[src/logic/iass_params.svh]
// Constants for the acknowledge/stop sequencer: register map and fields.
// Assumes a 32-bit APB slave with word-aligned registers.
`ifndef IASS_PARAMS_SVH
`define IASS_PARAMS_SVH

// ----------------------------------------------------------------------
// Register byte offsets
// ----------------------------------------------------------------------
`define IASS_CTRL_OFF 12'h000
`define IASS_STAT_OFF 12'h004
`define IASS_RELOAD_OFF 12'h008
`define IASS_TXBUF_OFF 12'h00c

// ----------------------------------------------------------------------
// Field positions
// ----------------------------------------------------------------------
`define IASS_CTRL_ACK_SEQ_ENABLE_BIT 0
`define IASS_CTRL_STOPEN_BIT 1
`define IASS_CTRL_ACK_DATA_VALUE_BIT 2
`define IASS_STAT_STOPDET_BIT 0
`define IASS_STAT_IRQ_BIT 1
`define IASS_STAT_WRITE_COLLISION_FLAG_BIT 2
`define IASS_STAT_BCOL_BIT 3
`define IASS_STAT_BUSY_BIT 4

// ----------------------------------------------------------------------
// Reset values
// ----------------------------------------------------------------------
`define IASS_RELOAD_RST 8'h09
`define IASS_TXBUF_RST 8'h00

`endif

[src/logic/iass_pkg.sv]
// Types shared by the acknowledge/stop sequencer.
// Assumes nothing beyond the params header.
package iass_pkg;

    // ------------------------------------------------------------------
    // Sequencer states
    // ------------------------------------------------------------------
    typedef enum logic [3:0] {
        IASS_IDLE = 4'b0000,
        IASS_ACK_LOW = 4'b0001,
        IASS_ACK_WAIT_HI = 4'b0010,
        IASS_ACK_HIGH = 4'b0011,
        IASS_STP_DLOW = 4'b0100,
        IASS_STP_CLOW = 4'b0101,
        IASS_STP_WAIT_HI = 4'b0110,
        IASS_STP_CHIGH = 4'b0111,
        IASS_STP_DHIGH = 4'b1000,
        IASS_STP_TAIL = 4'b1001
    } iass_state_t;

    // Open-drain pin: level seen, drive low when oe is high
    typedef struct packed {
        logic clk_oe;
        logic dat_oe;
    } iass_drive_t;

    typedef struct packed {
        logic clk_in;
        logic dat_in;
    } iass_sense_t;

endpackage

[src/logic/iass_seq.sv]
// Two-wire master sequencer for the acknowledge bit and the Stop condition.
// Assumes APB on pclk, bus pins already synchronous to pclk, pulled up.
// What this block does
// - Setting ack enable pulls clock low, drives stored ack data value.
// - Ack data zero drives low (ACK), one releases high (NACK).
// - After one rollover period the clock line is released high.
// - Clock sampled high, another rollover period, then clock pulled low.
// - Ack end clears ack enable, stops generator, returns to idle.
// - Buffer write during ack sequence is dropped and sets write collision.
// - Clock held low; setting stop enable drives data line low.
// - Data sampled low in Stop reloads generator, counts down to zero.
// - On timeout release clock, then release data one period later.
// - Data high while clock high sets stop-detected flag.
// - One period after stop detect, clear stop enable, set irq flag.
// - Buffer write during Stop is dropped and sets write collision.
// - Clock sampled high in Stop loads generator from reload, counts down.
// - Data low after timeout following its release flags bus collision.
// - Clock low after release, before data floats, flags bus collision.
`include "iass_params.svh"

module iass_seq #(
    parameter int RW = 8
) (
    input wire logic pclk,
    input wire logic presetn,
    input wire logic psel,
    input wire logic penable,
    input wire logic pwrite,
    input wire logic [11:0] paddr,
    input wire logic [31:0] pwdata,
    output logic [31:0] prdata,
    output logic pready,
    output logic pslverr,
    input wire iass_pkg::iass_sense_t bus_sense,
    output iass_pkg::iass_drive_t bus_drive
);
    import iass_pkg::*;

    // ------------------------------------------------------------------
    // Bus slave decode
    // ------------------------------------------------------------------
    logic wr_en;
    logic rd_en;
    logic hit;
    assign hit = (paddr == `IASS_CTRL_OFF) || (paddr == `IASS_STAT_OFF) ||
                 (paddr == `IASS_RELOAD_OFF) || (paddr == `IASS_TXBUF_OFF);
    assign wr_en = psel && penable && pwrite && hit;
    assign rd_en = psel && penable && !pwrite;
    // Zero wait states keeps the slave simple; every access ends at once
    assign pready = 1'b1;
    assign pslverr = psel && penable && !hit;

    iass_state_t state_q;
    logic ack_en_q;
    logic stop_en_q;
    logic ack_dt_q;
    logic stop_det_q;
    logic irq_q;
    logic write_collision_flag_q;
    logic bcol_q;
    logic clk_hold_q;
    logic [RW-1:0] reload_q;
    logic [7:0] txbuf_q;
    logic [RW-1:0] brg_q;
    logic brg_run_q;
    logic brg_load;
    logic brg_tout;
    logic busy;
    logic clk_hi;
    logic dat_hi;

    assign clk_hi = bus_sense.clk_in;
    assign dat_hi = bus_sense.dat_in;
    assign busy = (state_q != IASS_IDLE);
    assign brg_tout = brg_run_q && (brg_q == '0);

    logic wr_ctrl;
    logic wr_stat;
    logic wr_buf;
    assign wr_ctrl = wr_en && (paddr == `IASS_CTRL_OFF);
    assign wr_stat = wr_en && (paddr == `IASS_STAT_OFF);
    assign wr_buf = wr_en && (paddr == `IASS_TXBUF_OFF);

    // ------------------------------------------------------------------
    // Sequencer
    // ------------------------------------------------------------------
    iass_state_t state_d;
    logic bcol_ev;
    logic done_ack;
    logic done_stop;
    logic stop_seen;

    always_comb begin
        state_d = state_q;
        brg_load = 1'b0;
        bcol_ev = 1'b0;
        done_ack = 1'b0;
        done_stop = 1'b0;
        stop_seen = 1'b0;
        unique case (state_q)
            IASS_IDLE: begin
                if (wr_ctrl && pwdata[`IASS_CTRL_ACK_SEQ_ENABLE_BIT]) begin
                    state_d = IASS_ACK_LOW;
                    brg_load = 1'b1;
                end else if (wr_ctrl && pwdata[`IASS_CTRL_STOPEN_BIT]) begin
                    state_d = IASS_STP_DLOW;
                end
            end
            IASS_ACK_LOW: begin
                if (brg_tout) begin
                    state_d = IASS_ACK_WAIT_HI;
                end
            end
            IASS_ACK_WAIT_HI: begin
                // Slave may stretch; wait for the real high level
                if (clk_hi) begin
                    state_d = IASS_ACK_HIGH;
                    brg_load = 1'b1;
                end
            end
            IASS_ACK_HIGH: begin
                if (brg_tout) begin
                    state_d = IASS_IDLE;
                    done_ack = 1'b1;
                end
            end
            IASS_STP_DLOW: begin
                if (!dat_hi) begin
                    state_d = IASS_STP_CLOW;
                    brg_load = 1'b1;
                end
            end
            IASS_STP_CLOW: begin
                if (brg_tout) begin
                    state_d = IASS_STP_WAIT_HI;
                end
            end
            IASS_STP_WAIT_HI: begin
                if (clk_hi) begin
                    state_d = IASS_STP_CHIGH;
                    brg_load = 1'b1;
                end
            end
            IASS_STP_CHIGH: begin
                if (!clk_hi) begin
                    bcol_ev = 1'b1;
                    state_d = IASS_IDLE;
                end else if (brg_tout) begin
                    state_d = IASS_STP_DHIGH;
                    brg_load = 1'b1;
                end
            end
            IASS_STP_DHIGH: begin
                // Data released; it must read high once the period is up
                if (brg_tout) begin
                    if (!dat_hi) begin
                        bcol_ev = 1'b1;
                        state_d = IASS_IDLE;
                    end else if (clk_hi) begin
                        stop_seen = 1'b1;
                        state_d = IASS_STP_TAIL;
                        brg_load = 1'b1;
                    end
                end
            end
            IASS_STP_TAIL: begin
                if (brg_tout) begin
                    state_d = IASS_IDLE;
                    done_stop = 1'b1;
                end
            end
            default: begin
                state_d = IASS_IDLE;
            end
        endcase
    end

    always_ff @(posedge pclk or negedge presetn) begin
        if (!presetn) begin
            state_q <= IASS_IDLE;
        end else begin
            state_q <= state_d;
        end
    end

    // Clock stays low after an ack so a Stop can follow the ninth clock
    always_ff @(posedge pclk or negedge presetn) begin
        if (!presetn) begin
            clk_hold_q <= 1'b0;
        end else if (done_ack) begin
            clk_hold_q <= 1'b1;
        end else if (state_d != IASS_IDLE || bcol_ev) begin
            clk_hold_q <= 1'b0;
        end
    end

    // ------------------------------------------------------------------
    // Baud rate generator
    // ------------------------------------------------------------------
    always_ff @(posedge pclk or negedge presetn) begin
        if (!presetn) begin
            brg_q <= '0;
            brg_run_q <= 1'b0;
        end else if (brg_load) begin
            brg_q <= reload_q;
            brg_run_q <= 1'b1;
        end else if (state_d == IASS_IDLE) begin
            brg_run_q <= 1'b0;
            brg_q <= '0;
        end else if (brg_run_q && brg_q != '0) begin
            brg_q <= brg_q - 1'b1;
        end
    end

    // ------------------------------------------------------------------
    // Pin drive: oe high pulls the line low
    // ------------------------------------------------------------------
    always_comb begin
        bus_drive.clk_oe = 1'b0;
        bus_drive.dat_oe = 1'b0;
        unique case (state_q)
            IASS_IDLE: begin
                bus_drive.clk_oe = clk_hold_q;
            end
            IASS_ACK_LOW: begin
                bus_drive.clk_oe = 1'b1;
                bus_drive.dat_oe = !ack_dt_q;
            end
            IASS_ACK_WAIT_HI, IASS_ACK_HIGH: begin
                bus_drive.dat_oe = !ack_dt_q;
            end
            IASS_STP_DLOW, IASS_STP_CLOW: begin
                bus_drive.clk_oe = 1'b1;
                bus_drive.dat_oe = 1'b1;
            end
            IASS_STP_WAIT_HI, IASS_STP_CHIGH: begin
                bus_drive.dat_oe = 1'b1;
            end
            default: begin
                bus_drive.clk_oe = 1'b0;
                bus_drive.dat_oe = 1'b0;
            end
        endcase
    end

    // ------------------------------------------------------------------
    // Control bits
    // ------------------------------------------------------------------
    always_ff @(posedge pclk or negedge presetn) begin
        if (!presetn) begin
            ack_en_q <= 1'b0;
            stop_en_q <= 1'b0;
            ack_dt_q <= 1'b0;
        end else begin
            if (wr_ctrl && !busy) begin
                ack_dt_q <= pwdata[`IASS_CTRL_ACK_DATA_VALUE_BIT];
            end
            if (state_d == IASS_IDLE) begin
                ack_en_q <= 1'b0;
                stop_en_q <= 1'b0;
            end else begin
                ack_en_q <= (state_d inside {IASS_ACK_LOW, IASS_ACK_WAIT_HI,
                                             IASS_ACK_HIGH});
                stop_en_q <= !(state_d inside {IASS_ACK_LOW,
                                               IASS_ACK_WAIT_HI,
                                               IASS_ACK_HIGH});
            end
        end
    end

    // ------------------------------------------------------------------
    // Status flags: set wins over a software write-one-to-clear
    // ------------------------------------------------------------------
    logic write_collision_flag_ev;
    assign write_collision_flag_ev = wr_buf && busy;

    always_ff @(posedge pclk or negedge presetn) begin
        if (!presetn) begin
            stop_det_q <= 1'b0;
            irq_q <= 1'b0;
            write_collision_flag_q <= 1'b0;
            bcol_q <= 1'b0;
        end else begin
            if (stop_seen) begin
                stop_det_q <= 1'b1;
            end else if (wr_stat && pwdata[`IASS_STAT_STOPDET_BIT]) begin
                stop_det_q <= 1'b0;
            end
            if (done_stop || bcol_ev) begin
                irq_q <= 1'b1;
            end else if (wr_stat && pwdata[`IASS_STAT_IRQ_BIT]) begin
                irq_q <= 1'b0;
            end
            if (write_collision_flag_ev) begin
                write_collision_flag_q <= 1'b1;
            end else if (wr_stat && pwdata[`IASS_STAT_WRITE_COLLISION_FLAG_BIT]) begin
                write_collision_flag_q <= 1'b0;
            end
            if (bcol_ev) begin
                bcol_q <= 1'b1;
            end else if (wr_stat && pwdata[`IASS_STAT_BCOL_BIT]) begin
                bcol_q <= 1'b0;
            end
        end
    end

    // ------------------------------------------------------------------
    // Data registers
    // ------------------------------------------------------------------
    always_ff @(posedge pclk or negedge presetn) begin
        if (!presetn) begin
            reload_q <= RW'(`IASS_RELOAD_RST);
            txbuf_q <= `IASS_TXBUF_RST;
        end else begin
            if (wr_en && paddr == `IASS_RELOAD_OFF) begin
                reload_q <= pwdata[RW-1:0];
            end
            if (wr_buf && !busy) begin
                txbuf_q <= pwdata[7:0];
            end
        end
    end

    // ------------------------------------------------------------------
    // Read mux
    // ------------------------------------------------------------------
    always_comb begin
        prdata = '0;
        if (rd_en) begin
            unique case (paddr)
                `IASS_CTRL_OFF: begin
                    prdata[`IASS_CTRL_ACK_SEQ_ENABLE_BIT] = ack_en_q;
                    prdata[`IASS_CTRL_STOPEN_BIT] = stop_en_q;
                    prdata[`IASS_CTRL_ACK_DATA_VALUE_BIT] = ack_dt_q;
                end
                `IASS_STAT_OFF: begin
                    prdata[`IASS_STAT_STOPDET_BIT] = stop_det_q;
                    prdata[`IASS_STAT_IRQ_BIT] = irq_q;
                    prdata[`IASS_STAT_WRITE_COLLISION_FLAG_BIT] = write_collision_flag_q;
                    prdata[`IASS_STAT_BCOL_BIT] = bcol_q;
                    prdata[`IASS_STAT_BUSY_BIT] = busy;
                end
                `IASS_RELOAD_OFF: begin
                    prdata[RW-1:0] = reload_q;
                end
                `IASS_TXBUF_OFF: begin
                    prdata[7:0] = txbuf_q;
                end
                default: begin
                    prdata = '0;
                end
            endcase
        end
    end

    // ------------------------------------------------------------------
    // Checks
    // ------------------------------------------------------------------
    property p_ack_start;
        @(posedge pclk) disable iff (!presetn)
        (state_q == IASS_IDLE && wr_ctrl && pwdata[`IASS_CTRL_ACK_SEQ_ENABLE_BIT])
        |=> bus_drive.clk_oe && ack_en_q;
    endproperty
    a_ack_start: assert property (p_ack_start)
        else $error("ack start did not pull clock low");

    property p_ack_data;
        @(posedge pclk) disable iff (!presetn)
        ack_en_q |-> (bus_drive.dat_oe == !ack_dt_q);
    endproperty
    a_ack_data: assert property (p_ack_data)
        else $error("ack data pin wrong");

    property p_ack_release;
        @(posedge pclk) disable iff (!presetn)
        (state_q == IASS_ACK_LOW && brg_tout) |=> !bus_drive.clk_oe;
    endproperty
    a_ack_release: assert property (p_ack_release)
        else $error("clock not released after period");

    property p_ack_end;
        @(posedge pclk) disable iff (!presetn)
        (state_q == IASS_ACK_HIGH && brg_tout)
        |=> !ack_en_q && !brg_run_q && state_q == IASS_IDLE;
    endproperty
    a_ack_end: assert property (p_ack_end)
        else $error("ack sequence did not end cleanly");

    property p_write_collision_flag;
        @(posedge pclk) disable iff (!presetn)
        write_collision_flag_ev |=> write_collision_flag_q && txbuf_q == $past(txbuf_q);
    endproperty
    a_write_collision_flag: assert property (p_write_collision_flag)
        else $error("busy buffer write not dropped");

    property p_stop_low;
        @(posedge pclk) disable iff (!presetn)
        state_q == IASS_STP_DLOW |-> bus_drive.dat_oe && bus_drive.clk_oe;
    endproperty
    a_stop_low: assert property (p_stop_low)
        else $error("stop did not drive data low");

    property p_stop_reload;
        @(posedge pclk) disable iff (!presetn)
        (state_q == IASS_STP_WAIT_HI && clk_hi) |=> brg_q == reload_q;
    endproperty
    a_stop_reload: assert property (p_stop_reload)
        else $error("generator not reloaded");

    property p_stop_flag;
        @(posedge pclk) disable iff (!presetn)
        stop_seen |=> stop_det_q ##0 (stop_en_q)[*1];
    endproperty
    a_stop_flag: assert property (p_stop_flag)
        else $error("stop flag not set");

    property p_bcol;
        @(posedge pclk) disable iff (!presetn)
        bcol_ev |=> bcol_q && state_q == IASS_IDLE && !bus_drive.dat_oe;
    endproperty
    a_bcol: assert property (p_bcol)
        else $error("collision not handled");

endmodule

[config.mk]
export PLATFORM = sky130hd
export DESIGN_NAME = iass_seq
export DESIGN_NICKNAME = d
export VERILOG_FILES = /design/src/logic/iass_pkg.sv /design/src/logic/iass_seq.sv
export VERILOG_INCLUDE_DIRS = /design/src /design/src/logic
export SDC_FILE = /design/constraint.sdc
export NUM_CORES = 1
export LEC_CHECK = 0
export BUFFER_PORTS_ARGS = -buffer_cell sky130_fd_sc_hd__buf_4
export CELL_PAD_IN_SITES_DETAIL_PLACEMENT = 1
export CELL_PAD_IN_SITES_GLOBAL_PLACEMENT = 1
export CORE_MARGIN = 4
export CORE_UTILIZATION = 35
export CTS_CLUSTER_SIZE = 12
export DETAILED_ROUTE_END_ITERATION = 12
export PLACE_DENSITY_LB_ADDON = 0.15
export SKIP_CTS_REPAIR_TIMING = 1
export SLEW_MARGIN = 20
export SYNTH_ARGS = -nofsm -noshare
export SYNTH_HDL_FRONTEND = slang
export SYNTH_SLANG_ARGS = --single-unit
[constraint.sdc]
create_clock -name pclk -period 3.2 [get_ports pclk]
set_input_delay 0.16 -clock pclk [delete_from_list [all_inputs] [get_ports pclk]]
set_output_delay 0.16 -clock pclk [all_outputs]
set_load 0.005 [all_outputs]
==> summary.md <==
| Metric | Value |
|---|---|
| Outcome | completed |
| Share of the synthesized area in the top cell type | 35.51% |
| CTS Buffer Depth | 2 |
| Pins Over Slew Limit | 0 |
| Setup Viol. Count Final | 0 |
| Period utilization | 89.44% |
| Share of synthesized registers carrying an async set or reset | 100.0% |
| RSZ-0062 raised after global routing | no |
| Worst Skew | 0.01524 ns |
| Most frequent cells in the layout | buf_4, dfrtp_1, nand2_1, conb_1, mux2_2 |
| Final routed DRC violation total | 0 |
| Filler Cells Inserted | 814 |
| Required @ worst endpoint | 3.41 ns |
| CP Max Fanout | 7 |
| Top_reg_cell synth | dfrtp_1 |
| Number of global-route vias before repair | 2,044 |
| Layout Cells excl Fill | 386 |
| Max Fclk | 0.3494 GHz |
| Crit end category | flop |
| PD cells | 408.8 nW/um^2 |
| Later-pin clock latency in the skew report | 0.30 ns |
| Post-Syn Instances | 256 |
| Leading area contributor after synthesis | dfrtp_1 |
| Pin count of the biggest net entering global routing | 38 |
| Worst-path clk slew | 0.09 ns |
| Seq/Total Area, Yosys | 37.65% |
| Initial core utilization | 36.10% |
| Mapped cell area | 2466 sq um |
| Mapped Avg Cell Area | 9.633 sq um |
| CTS Buf Count | 5 |
| Net Switching | 0.3804 mW |
| Inserted Diodes | 0 |
| Switch share | 33.05% |
| Max H-tree Level | 2 |
| IO Port Bufs | 37 |
| Inst Count DP | 377 |
| GRT Overall Usage | 15.70% |
| Fin area | 2815 sq um |
| TNS Setup | 0 ns |
| Gate power share | 24.7% |
| I/O pin count | 87 |
| Core box area | 6832 sq um |
| Die area | 8453 sq um |
| ANT nets after route | 0 |
| Clk pwr share | 30.1% |
| Tot Pwr | 1.151 mW |
| Max-cap violations | 0 |
| WP data arrival | 3.07 ns |
| CTS root buf | clkbuf_8 |
| Die X | 91.94 um |
| WS Path Type | flop to flop |
| Die Ht | 91.94 um |
| Seq cells post-synth | 37 |
| GR Overflow Total | 0 |
| Final nets | 342 |
| Detailed Place HPWL | 4782 um |
| Internal power | 0.7706 mW |
| Std-Cell Rows | 30 |
| Slew HR | 48.16% |
| Post-synth EDFFs | 0 |
| Total vias in the final route | 1,964 |
| Worst min path class | primary input to flop |
| Peak VDD IR | 0.2415 mV |
| Final worst slack | 0.3379 ns |
| Commonest non-fill, non-tap cell in the layout | buf_4 |
| Post-layout util | 41.21% |
| Synth top area cells | dfrtp_1, mux2_2, buf_4, nand2_1, mux4_2 |
| Final min period | 2.862 ns |
| CTS tree | built |
| Drt pass-1 iters | 4 |
| CTS sink count | 37 |
| Gp weighted congestion | 0.7828 |
| Final WL | 6365 um |
| Antenna violations before repair | 0 |
| DR iter-0 viols | 76 |
| Hold Slack | 0.08827 ns |
| Pre-CTS WS | 0.3742 ns |
| Vias per cell | 5.088 |
| Startpoint Class | flop |
| Final Hold Vio Count | 0 |
| First-pass GRT wire length | 10,510 um |
| Warnings, synthesis | 0 |
| Register share of total power | 45.3% |
| Drt wl/cell | 16.49 um |
| DP Area | 2715 sq um |
| Fraction of layout cells with a size suffix above 1 | 29.31% |
| Leakage power | 1.261 nW |
| Area grow syn2layout | 14.16% |
| Unique masters post-synth | 58 |
| Worst-Margin Slew | 0.7740 ns |
[state kept, by name, summed over array words and instances, names as in the netlist]
name / count
ack_dt_q: 1
ack_en_q: 1
bcol_q: 1
brg_q: 8
brg_run_q: 1
clk_hold_q: 1
irq_q: 1
reload_q: 8
state_q: 4
stop_det_q: 1
stop_en_q: 1
txbuf_q: 8
write_collision_flag_q: 1
[metal layers]
metal / GRT usage, % / up-vias / share of wire, %
met1: 20.67 / 967 / 47
met5: 0 / - / 0
met3: 3.117 / 8 / 4.4
met4: 4.827 / 0 / 1.3
li1: - / 950 / -
met2: 25.97 / 39 / 47
[final timing paths]
check                            from           to  slack (ns)  cells past startpoint
max                          brg_q[0]     brg_q[5]        0.34                      8
min                         pwdata[4]  reload_q[4]        0.09                      2
max reg2reg                  brg_q[0]     brg_q[5]        0.34                      8
min reg2reg                stop_det_q   stop_det_q        0.50                      1
max in group asynchronous     presetn     ack_dt_q        2.48                      2
min in group asynchronous     presetn     brg_q[6]        0.37                      2
[worst max-delay path, cell delays in order, from the launching register on]
cell and delay [ns]:
dfrtp_1 0.42, inv_1 0.09, ha_1 0.25, or4bb_1 0.58, nor2_4 0.15, a2111o_2 0.12
or4b_4 0.51, or2_1 0.36, a221oi_2 0.29
[cells in the mapped netlist (2+ instances only)]
cell type	count
a211oi_1	3
a21o_1	4
a21oi_1	7
a221oi_2	4
a22oi_1	3
a311oi_1	3
a31oi_1	3
and2_1	2
buf_2	2
buf_4	25
buf_6	2
clkbuf_1	8
conb_1	2
dfrtp_1	35
dfstp_2	2
ha_1	2
inv_1	6
mux2_2	18
mux2i_1	3
mux4_2	3
nand2_1	31
nand2b_1	2
nand3_1	2
nand4_1	4
nor2_1	16
nor2b_1	8
nor3_1	9
nor4_1	3
o211ai_1	4
o21ai_0	4
o31ai_1	4
or3_1	2
or3b_2	2
or4_1	4
[final cells by class]
| cell class | count | area [sq um] | share of cell area (%) |
|---|---|---|---|
| clock buffers | 5 | 68.82 | 2.444 |
| repair buffers | 40 | 302.8 | 10.76 |
| well taps | 96 | 120.1 | 4.267 |
| clock inverters | 3 | 21.27 | 0.7556 |
| multi-input cells | 199 | 1351 | 48.00 |
| inverters | 6 | 22.52 | 0.8000 |
| flip-flops and latches | 37 | 928.4 | 32.98 |
[kinds of logic (layout without fill, tap and decap cells)]
family          after synthesis  count (layout)  synth area share (%)
flops                        37              37                 37.65
simple gates                 99              99                 22.48
mux                          24              24                 12.18
buf+inv                      43              54                 11.06
compound gates               48              48                 14.97
other cells                   2              25                0.3045
xor+xnor                      1               1                0.3552
fa+ha+maj                     2               2                 1.015
[power by group through the flow]
| stage | clock (mW) | sequential (mW) | combinational (mW) |
|---|---|---|---|
| finish | 0.346 | 0.521 | 0.284 |
| global route | 0.378 | 0.526 | 0.316 |
| CTS | 0.358 | 0.521 | 0.285 |
| detailed placement | 0 | 0.530 | 0.282 |
| global placement | 0 | 0.531 | 0.278 |
| floorplan | 0 | 0.515 | 0.227 |
Note: power is estimated with default switching activity, not from simulation.
